## src/rtl/lmf_pkg.sv

```systemverilog
/*
 fault status register group: offsets, field positions, reset values, carrier types.
 assumes a single 20 MHz clock domain and word-indexed register offsets.
*/
package lmf_pkg;
   localparam int unsigned ADDR_W = 8;
   localparam int unsigned DATA_W = 32;
   localparam int unsigned NUM_DRV = 12;
   // register indices; byte address is four times the index
   localparam logic [7:0] IDX_LINK_ERR = 8'h11;
   localparam logic [7:0] IDX_SHORT = 8'h12;
   localparam logic [7:0] IDX_OPEN = 8'h13;
   localparam logic [7:0] IDX_TOP_STAT = 8'h20;
   localparam logic [7:0] IDX_IRQ_STAT = 8'h21;
   localparam logic [7:0] IDX_IRQ_MASK = 8'h22;
   localparam logic [7:0] IDX_WDOG_CFG = 8'h23;
   localparam logic [7:0] IDX_BIT_CFG = 8'h24;
   // link error status bit positions
   localparam int unsigned BIT_START = 1;
   localparam int unsigned BIT_PL_STOP = 2;
   localparam int unsigned BIT_SYNC_STOP = 3;
   localparam int unsigned BIT_PL_PAR = 4;
   localparam int unsigned BIT_SYNC_PAR = 5;
   localparam int unsigned BIT_CRC = 6;
   localparam int unsigned BIT_TIMEOUT = 7;
   localparam int unsigned BIT_WDOG = 8;
   localparam logic [8:0] LINK_ERR_MASK = 9'h1fe;
   // top-level summary bit positions
   localparam int unsigned BIT_SHORT_SUM = 3;
   localparam int unsigned BIT_OPEN_SUM = 4;
   localparam int unsigned BIT_SERIAL_SUM = 6;
   // interrupt status layout
   localparam int unsigned IRQ_LINK = 0;
   localparam int unsigned IRQ_SHORT = 1;
   localparam int unsigned IRQ_OPEN = 2;
   localparam logic [8:0] LINK_RST = 9'h000;
   localparam logic [11:0] DRV_RST = 12'h000;
   localparam logic [2:0] IRQ_MASK_RST = 3'h0;
   // timeout: more than 16 bit times of line silence between frames
   localparam int unsigned TIMEOUT_BITS = 16;
   localparam logic [15:0] BIT_CYC_RST = 16'h00ae;
   localparam logic [23:0] WDOG_CYC_RST = 24'h030d40;

   typedef struct packed {
      logic sync_parity_fail_flag;
      logic payload_parity_fail_flag;
      logic sync_stop_fail_flag;
      logic payload_stopbit_fail_flag;
      logic payload_startbit_fail_flag;
      logic crc_fail_flag;
   } lmf_rx_err_t;

   typedef struct packed {
      logic read;
      logic write;
      logic [ADDR_W-1:0] address;
      logic [DATA_W-1:0] writedata;
   } lmf_av_req_t;

   typedef enum logic [1:0] {ST_IDLE, ST_ANSWER} lmf_bus_st_t;
endpackage

```

## src/rtl/lmf_fault_regs.sv

```systemverilog
/*
 fault status register bank of a 12-switch led bypass manager, with avalon-mm slave.
 assumes fault and receive-error inputs are one-cycle pulses synchronous to clk.
*/
// The Avalon-MM slave port was decided locally.
// What this block does
// crc failure sets link status bit 6
// sync frame parity error sets bit 5
// payload parity error sets bit 4
// sync frame stop error sets bit 3
// payload stop error sets bit 2
// payload start error sets bit 1
// short register readable, write one clears
// twelve short bits, cleared at reset
// open register readable, write one clears
// twelve open bits, cleared at reset
// line inactivity for watchdog period sets bit 8
// over sixteen idle bit times sets bit 7
// serial summary high when any link error
// open summary high when any open bit
// short summary high when any short bit
`timescale 1ns/100ps
module lmf_fault_regs #(
   parameter logic [23:0] WDOG_CYC = lmf_pkg::WDOG_CYC_RST
) (
   input wire logic clk,
   input wire logic rstn,
   input wire logic [7:0] address,
   input wire logic read,
   input wire logic write,
   input wire logic [31:0] writedata,
   output logic [31:0] readdata,
   output logic waitrequest,
   input wire logic rx_line,
   input wire logic rx_in_frame,
   input wire lmf_pkg::lmf_rx_err_t rx_err,
   input wire logic [11:0] short_detect,
   input wire logic [11:0] open_detect,
   output logic fail_safe,
   output logic short_fault_summary,
   output logic open_fault_summary,
   output logic serial_err_summary,
   output logic irq
);
   typedef struct packed {
      lmf_pkg::lmf_bus_st_t st;
      logic [31:0] rdata;
      logic [8:0] link_err;
      logic [11:0] per_driver_short_bits;
      logic [11:0] per_driver_open_bits;
      logic [2:0] irq_stat;
      logic [2:0] irq_mask;
      logic [15:0] bit_cyc;
      logic [23:0] wdog_cyc;
      logic line_q;
      logic [23:0] idle_cnt;
      logic fail_safe;
   } lmf_state_t;

   lmf_state_t s_reg;
   lmf_state_t s_next;
   logic rst_meta_n;
   logic rst_sync_n;
   logic wr_answer;
   logic [11:0] short_clr_w;
   logic [11:0] open_clr_w;
   logic [11:0] short_next_w;
   logic [11:0] open_next_w;

   function automatic logic hit(input logic [7:0] a, input logic [7:0] idx);
      hit = (a == idx);
   endfunction

   // a write acts only on the edge at which waitrequest is low, so a clear lands once per transfer
   assign wr_answer = write && (s_reg.st == lmf_pkg::ST_ANSWER);
   assign short_clr_w = (wr_answer && hit(address, lmf_pkg::IDX_SHORT)) ? writedata[11:0] : 12'h000;
   assign open_clr_w = (wr_answer && hit(address, lmf_pkg::IDX_OPEN)) ? writedata[11:0] : 12'h000;

   // one latch per driver; a detect in the clearing cycle wins so no fault is lost
   genvar g;
   generate
      for (g = 0; g < lmf_pkg::NUM_DRV; g = g + 1) begin : g_drv
         assign short_next_w[g] = short_detect[g] | (s_reg.per_driver_short_bits[g] & ~short_clr_w[g]);
         assign open_next_w[g] = open_detect[g] | (s_reg.per_driver_open_bits[g] & ~open_clr_w[g]);
      end
   endgenerate

   always_ff @(posedge clk or negedge rstn) begin
      if (!rstn) begin
         rst_meta_n <= 1'b0;
         rst_sync_n <= 1'b0;
      end else begin
         rst_meta_n <= 1'b1;
         rst_sync_n <= rst_meta_n;
      end
   end

   always_comb begin
      logic wr_go;
      logic rd_go;
      logic [8:0] link_set;
      logic [8:0] link_clr;
      logic [2:0] irq_set;
      logic [31:0] rd_val;
      logic [24:0] bit_limit;
      wr_go = 1'b0;
      rd_go = 1'b0;
      link_set = '0;
      link_clr = '0;
      irq_set = '0;
      rd_val = '0;
      bit_limit = '0;
      s_next = s_reg;
      if (s_reg.st == lmf_pkg::ST_ANSWER) begin
         s_next.st = lmf_pkg::ST_IDLE;
      end else if (read || write) begin
         s_next.st = lmf_pkg::ST_ANSWER;
      end
      // writes take effect on the answering edge, reads on the first edge, once per transfer
      wr_go = wr_answer;
      rd_go = read && (s_reg.st == lmf_pkg::ST_IDLE);
      // receive error sources
      link_set[lmf_pkg::BIT_CRC] = rx_err.crc_fail_flag;
      link_set[lmf_pkg::BIT_SYNC_PAR] = rx_err.sync_parity_fail_flag;
      link_set[lmf_pkg::BIT_PL_PAR] = rx_err.payload_parity_fail_flag;
      link_set[lmf_pkg::BIT_SYNC_STOP] = rx_err.sync_stop_fail_flag;
      link_set[lmf_pkg::BIT_PL_STOP] = rx_err.payload_stopbit_fail_flag;
      link_set[lmf_pkg::BIT_START] = rx_err.payload_startbit_fail_flag;
      // line activity: any edge restarts both idle measurements
      s_next.line_q = rx_line;
      if (rx_line != s_reg.line_q) begin
         s_next.idle_cnt = '0;
      end else if (s_reg.idle_cnt != 24'hffffff) begin
         s_next.idle_cnt = s_reg.idle_cnt + 24'h000001;
      end
      bit_limit = 25'(s_reg.bit_cyc) * 25'(lmf_pkg::TIMEOUT_BITS);
      // one-shot on crossing, so a silent line does not retrigger every cycle
      if (!rx_in_frame && 25'(s_reg.idle_cnt) == bit_limit + 25'h1) begin
         link_set[lmf_pkg::BIT_TIMEOUT] = 1'b1;
         s_next.fail_safe = 1'b1;
      end
      if (rx_line != s_reg.line_q) begin
         s_next.fail_safe = 1'b0;
      end
      if (s_reg.wdog_cyc != '0 && s_reg.idle_cnt == s_reg.wdog_cyc) begin
         link_set[lmf_pkg::BIT_WDOG] = 1'b1;
      end
      if (wr_go && hit(address, lmf_pkg::IDX_LINK_ERR)) begin
         link_clr = writedata[8:0] & lmf_pkg::LINK_ERR_MASK;
      end
      if (wr_go && hit(address, lmf_pkg::IDX_IRQ_MASK)) begin
         s_next.irq_mask = writedata[2:0];
      end
      if (wr_go && hit(address, lmf_pkg::IDX_WDOG_CFG)) begin
         s_next.wdog_cyc = writedata[23:0];
      end
      if (wr_go && hit(address, lmf_pkg::IDX_BIT_CFG)) begin
         s_next.bit_cyc = writedata[15:0];
      end
      // set wins over a clear in the same cycle
      s_next.link_err = (s_reg.link_err & ~link_clr) | link_set;
      s_next.per_driver_short_bits = short_next_w;
      s_next.per_driver_open_bits = open_next_w;
      irq_set[lmf_pkg::IRQ_LINK] = |link_set;
      irq_set[lmf_pkg::IRQ_SHORT] = |short_detect;
      irq_set[lmf_pkg::IRQ_OPEN] = |open_detect;
      if (rd_go) begin
         case (address)
            lmf_pkg::IDX_LINK_ERR: rd_val = {23'h0, s_reg.link_err};
            lmf_pkg::IDX_SHORT: rd_val = {20'h0, s_reg.per_driver_short_bits};
            lmf_pkg::IDX_OPEN: rd_val = {20'h0, s_reg.per_driver_open_bits};
            lmf_pkg::IDX_TOP_STAT: begin
               rd_val[lmf_pkg::BIT_SERIAL_SUM] = |s_reg.link_err;
               rd_val[lmf_pkg::BIT_OPEN_SUM] = |s_reg.per_driver_open_bits;
               rd_val[lmf_pkg::BIT_SHORT_SUM] = |s_reg.per_driver_short_bits;
            end
            lmf_pkg::IDX_IRQ_STAT: rd_val = {29'h0, s_reg.irq_stat};
            lmf_pkg::IDX_IRQ_MASK: rd_val = {29'h0, s_reg.irq_mask};
            lmf_pkg::IDX_WDOG_CFG: rd_val = {8'h0, s_reg.wdog_cyc};
            lmf_pkg::IDX_BIT_CFG: rd_val = {16'h0, s_reg.bit_cyc};
            default: rd_val = '0;
         endcase
         s_next.rdata = rd_val;
      end
      // read of interrupt status clears it; new events still win
      if (rd_go && hit(address, lmf_pkg::IDX_IRQ_STAT)) begin
         s_next.irq_stat = irq_set;
      end else begin
         s_next.irq_stat = s_reg.irq_stat | irq_set;
      end
   end

   always_ff @(posedge clk or negedge rst_sync_n) begin
      if (!rst_sync_n) begin
         s_reg.st <= lmf_pkg::ST_IDLE;
         s_reg.rdata <= '0;
         s_reg.link_err <= lmf_pkg::LINK_RST;
         s_reg.per_driver_short_bits <= lmf_pkg::DRV_RST;
         s_reg.per_driver_open_bits <= lmf_pkg::DRV_RST;
         s_reg.irq_stat <= '0;
         s_reg.irq_mask <= lmf_pkg::IRQ_MASK_RST;
         s_reg.bit_cyc <= lmf_pkg::BIT_CYC_RST;
         s_reg.wdog_cyc <= WDOG_CYC;
         s_reg.line_q <= 1'b1;
         s_reg.idle_cnt <= '0;
         s_reg.fail_safe <= 1'b0;
      end else begin
         s_reg <= s_next;
      end
   end

   // one wait cycle: answer lands on the second edge of each request
   assign waitrequest = (read || write) && (s_reg.st == lmf_pkg::ST_IDLE);
   assign readdata = s_reg.rdata;
   assign fail_safe = s_reg.fail_safe;
   assign serial_err_summary = |s_reg.link_err;
   assign open_fault_summary = |s_reg.per_driver_open_bits;
   assign short_fault_summary = |s_reg.per_driver_short_bits;
   assign irq = |(s_reg.irq_stat & s_reg.irq_mask);
endmodule

```

## config.mk

```make
export PLATFORM = sky130hd
export DESIGN_NAME = lmf_fault_regs
export DESIGN_NICKNAME = d
export VERILOG_FILES = /design/src/rtl/lmf_pkg.sv /design/src/rtl/lmf_fault_regs.sv
export SDC_FILE = /design/constraint.sdc
export NUM_CORES = 1
export LEC_CHECK = 0
export ABC_AREA = 1
export ABC_CLOCK_PERIOD_IN_PS = 6200
export BUFFER_PORTS_ARGS = -buffer_cell sky130_fd_sc_hd__buf_2
export CORE_MARGIN = 4
export CORE_UTILIZATION = 30
export DETAILED_ROUTE_END_ITERATION = 10
export PLACE_DENSITY = 0.47
export SLEW_MARGIN = 20
export SYNTH_ARGS = -nofsm -noshare
export SYNTH_HDL_FRONTEND = slang
export SYNTH_SLANG_ARGS = --single-unit
export TNS_END_PERCENT = 100
```

## constraint.sdc

```tcl
create_clock -name clk -period 6.2 [get_ports clk]
set_input_delay 0.93 -clock clk [delete_from_list [all_inputs] [get_ports clk]]
set_output_delay 0.93 -clock clk [all_outputs]
set_load 0.01 [all_outputs]
```

# After elaboration in Yosys (flattened, before gate mapping)

Cells that the tools add are included.

Shifts and indexed selects: 0
Add/subtract/negate cells: 2
Bitwise gates (word level): 77
Multiplexer cells: 17
Equality and inequality tests: 13
Magnitude comparators: 0
Reduce and logical (&&, ||, !) cells: 26
$mul: 0
Divide/modulo/power cells: 0

Operator list:

| operator                                       | count |
|---|---|
| one-hot mux 17 bit (5 select lines)            | 1 |
| two-way mux 24 bit                             | 2 |
| OR reduction 12 bit                            | 4 |
| == test 8 x 6 -> 1 bit (second input constant) | 5 |
| adder 24 x 1 -> 24 bit (second input constant) | 1 |
| AND 1 bit                                      | 24 |
| == test 24 x 21 -> 1 bit                       | 1 |
| == test 24 bit                                 | 1 |
| == test 8 x 5 -> 1 bit (second input constant) | 3 |
| two-way mux 12 bit                             | 2 |
| != test 24 bit (second input constant)         | 1 |
| NOT 1 bit                                      | 24 |
| OR 1 bit                                       | 24 |
| nonzero test 24 bit                            | 1 |
| adder 20 x 1 -> 21 bit (second input constant) | 1 |
| one-hot mux 3 bit (7 select lines)             | 1 |
| logical AND 1 bit                              | 12 |
| one-hot mux 2 bit (6 select lines)             | 1 |
| AND 9 bit                                      | 1 |
| two-way mux 9 bit                              | 1 |
| NOT 9 bit                                      | 1 |
| OR 9 bit                                       | 1 |
| OR reduction 9 bit                             | 1 |
| OR reduction 8 bit                             | 1 |
| 14 further kinds                               | 20 |

Memory bits (read-only): 0
Input bits: 76
Memories: 0
Bits in registers: 141
Memory bits (writable): 0
Bits in latches: 0
Logic and storage cells: 149
Output and inout bits: 38

# Longest topological paths before layout

Word-level depth: 7
Depth in mapped cells: 11
Mapped depth without buffers: 10

# Least setup slack after synthesis

OpenSTA, ideal clock, no wires.

Kind: input -> output
Start point: input port read
End point: output port waitrequest
Path buffers: 0
Data required time: 5.270 ns
Stages: 2
Arrival: 1.124 ns
Slack: 4.146 ns
Path through: nor2_1 > nor2_1

Longest elaborated chain between the ends: 2

Ends and longest elaborated chain:

| what              | RTL line              | RTL |
|---|---|---|
| from (decl)       | lmf_fault_regs.sv:29  | `input wire logic read,` |
| logical OR 1 bit  | lmf_fault_regs.sv:213 | `assign waitrequest = (read \|\| write) && (s_reg.st == lmf_pkg::ST_IDLE);` |
| logical AND 1 bit | lmf_fault_regs.sv:213 |  |
| to (decl)         | lmf_fault_regs.sv:33  | `output logic waitrequest,` |

No other way between the ends.

# Worst setup path in the final report

Start point: register s_reg[93] in the netlist's numbering
End point: output port short_fault_summary

Longest elaborated chain between the ends: 1

Ends and longest elaborated chain:

| what                   | RTL line              | RTL |
|---|---|---|
| from (decl)            | lmf_fault_regs.sv:60  | `lmf_state_t s_reg;` |
| from (signal assigned) | lmf_fault_regs.sv:208 | `s_reg <= s_next;` |
| OR reduction 12 bit    | lmf_fault_regs.sv:218 | `assign short_fault_summary = \|s_reg.per_driver_short_bits;` |
| to (decl)              | lmf_fault_regs.sv:40  | `output logic short_fault_summary,` |

No other way between the ends.

==> summary.txt <==
Clock Latency Late Sink - 0.42 ns
TNS Setup - 0 ns
kind of end point of the critical path - primary output
DR vias/cell - 4.527
vias after detailed routing - 6528
Iter 0 DRT Violations - 510
Switching Power - 0.5363 mW
Clock Sinks - 131
Area growth syn-to-layout - 15.43%
Cell Area, Synth - 0.007567 mm^2
GRT Total Usage - 0.1658
CTS max path bufs - 2
Clk pwr share - 0.494
crit-path cells - or2_2, nor2_1, nand2_1, buf_2
largest net degree at the start of global routing - 49
# nets final - 1184
clk_skew - 0.01074 ns
Synth area leader - dfrtp_1
Antenna Diode Count - 0
Slew @ Worst Pin - 0.6564 ns
cells after synthesis - 1034
VDD IR max - 0.1417 mV
Synth top area share - 0.3935
Slew HR - 0.5584
Pleak - 4.212 nW
top cells by area, synth - dfrtp_1 39%, nand2_1 17%, nor2_1 6.1%
cell internal pwr - 1.588 mW
share of synthesized registers carrying an async set or reset - 1.000
Slew Limit Fails - 0
CTS Buf Count - 17
first-pass GRT wire length - 36.18 mm
Inst Count DP - 1411
Setup CP Type - register to primary output
crit path launch type - register
RSZ-0062 raised after global routing - no
total gr overflow - 0
DP HPWL - 17.69 mm
ANT nets after route - 0
Yosys reg bits - 131
final core occ - 0.3560
CP startpoint - s_reg[93]
PortBufs - 97
syn avg cell area - 7.318 um^2
Worst Path Max Fanout - 3
Hold Vio Cnt, Final - 0
register area share after synthesis - 0.4352
DIE HEIGHT - 166.8 um
1st-pass router iterations - 5
starting density of the core - 0.3084
CTS HTree Levels - 4
outcome - finished clean
CP max stage delay - 0.40 ns
core footprint - 0.02453 mm^2
Crit-path slowest cell - dfrtp_1
final non-filler cell total - 1442
WL per Instance - 15.95 um
number of synthesized flops with an enable pin - 0
RR Startpoint - s_reg[1]
drt drc - 0
worst hold path type - primary input to asynchronous set/reset pin
Sw Ratio - 0.2525
number of global-route vias before repair - 6315
Crit path required time - 5.27 ns
initial antenna violation count - 0
Synth cell types - 42
Peak Freq - 399.5 MHz
I/O pin count - 114
die area - 0.02783 mm^2
# rows - 57
Most used DFF post-synth - dfrtp_1
CP Data Arrival Time - 1.57 ns
CTS Root Cell - clkbuf_16
cts hold-fix bufs - 0
post_cts resized - 0
CTS tree - done
share of cells above drive strength 1 - 0.1905
routability congestion estimate - 0.8384
pre-CTS worst setup slack - 3.475 ns
Power Density - 243.2 mW/mm^2
register share of total power - 0.428
Setup WS post-layout - 3.697 ns
Min Clock Period, post-route - 2.503 ns
post-CTS setup buffers - 0
number of flip-flops under the largest register name - 104
Clock Pin Slew Worst Setup and Hold Paths - 0.06 ns
Power Total - 2.124 mW
overall die width - 166.8 um
Max Cap Violations - 0
synth warn - 0
fin crit share - 0.4037
combinational share of power - 0.078
setup violators final - 0
Post-Route WL - 23.00 mm
[per-layer routing]
layer | part of all wire | vias up | GRT usage | wire [um]
met5 | 0 | - | 0 | 0
met4 | 0.014 | 0 | 0.04376 | 315
met3 | 0.038 | 20 | 0.02986 | 871
met2 | 0.44 | 149 | 0.2494 | 10110
met1 | 0.51 | 3025 | 0.2458 | 11710
li1 | - | 3334 | - | -
[layout make-up]
type / count / area (um^2)
Clock buffer: 19 / 452.9
Sequential cell: 131 / 3297
Inverter: 132 / 503.0
Timing Repair Buffer: 102 / 523.0
Fill cell: 2697 / 15800
Clock inverter: 12 / 156.4
Multi-Input combinational cell: 722 / 3397
Tap cell: 324 / 405.4
[power by group through the flow]
stage	clock, mW	combinational, mW	sequential, mW
4_1_cts	1.07	0.169	0.910
2_1_floorplan	0	0.106	0.921
3_5_place_dp	0	0.168	0.925
3_3_place_gp	0	0.169	0.924
6_report	1.05	0.165	0.909
5_1_grt	1.11	0.188	0.914
[logic make-up after synthesis]
family / Yosys count / share of synthesized area
AND/OR/NAND/NOR: 576 / 0.3251
flip-flops: 131 / 0.4352
AO/OA/AOI/OAI: 120 / 0.09739
adder cells (fa/ha/maj): 2 / 0.003306
XOR/XNOR: 15 / 0.01736
buffers and inverters: 188 / 0.1207
other: 2 / 0.0009924
[path summary, 6_finish.rpt]
path                                        to  slack, ns  depth (start not counted)
max                        short_fault_summary       3.70                          4
min                                 rst_sync_n       0.28                          1
min reg2reg                           s_reg[2]       0.35                          0
min in group clk                    rst_sync_n       0.36                          0
max in group asynchronous            s_reg[37]       4.84                          1
max reg2reg                           s_reg[1]       4.15                          8
[worst max-delay path: cells and delay by family, from the launching register on]
| kind | cells | cell delay, ns |
|---|---|---|
| buffers and inverters | 1 | 0.15 |
| DFF | 1 | 0.40 |
| and+or+nand+nor | 3 | 0.61 |
[layout by cell type, fill, tap and decap left out, types with 5 or more instances in the layout]
cell,instances
buf_2,97
inv_2,9
nor2_2,6
nand3_1,57
nand4_1,16
a21oi_2,8
o21ai_0,35
nor2_1,122
conb_1,9
o21ai_2,16
a21oi_1,6
dfstp_2,12
dfrtp_1,118
nor2_4,5
xnor2_1,14
nand2_1,338
clkbuf_16,17
o31ai_1,11
o21ai_1,35
nor4_1,6
nand2_2,6
buf_4,5
inv_1,120
[synthesized netlist by cell type, types with 3 or more instances]
| cell | number |
|---|---|
| nand2_2 | 6 |
| nor2_2 | 5 |
| nand2_1 | 338 |
| nor2_1 | 123 |
| nand4_1 | 16 |
| dfrtp_1 | 119 |
| clkbuf_1 | 7 |
| buf_2 | 7 |
| nor4_1 | 6 |
| buf_6 | 7 |
| nand2_4 | 4 |
| or2_2 | 4 |
| o21bai_1 | 4 |
| o31ai_1 | 11 |
| buf_4 | 34 |
| o21ai_0 | 35 |
| inv_2 | 9 |
| nor3_1 | 3 |
| dfstp_2 | 12 |
| xnor2_1 | 15 |
| inv_1 | 120 |
| nor2_4 | 5 |
| a21oi_1 | 6 |
| a21oi_2 | 8 |
| o21ai_1 | 35 |
| o21ai_2 | 16 |
| nand3_1 | 57 |
| o22ai_1 | 4 |
[stage by stage]
| step | area (um^2) | hold WS (ns) |
|---|---|---|
| floorplan | 7594 | 0.3312 |
| global placement | 8125 | 0.3366 |
| detailed placement | 8125 | 0.3380 |
| CTS | 8735 | 0.2640 |
| global route | 8735 | 0.2647 |
| finish | 8735 | 0.2817 |
No activity file was read; power rests on OpenSTA's default activity.
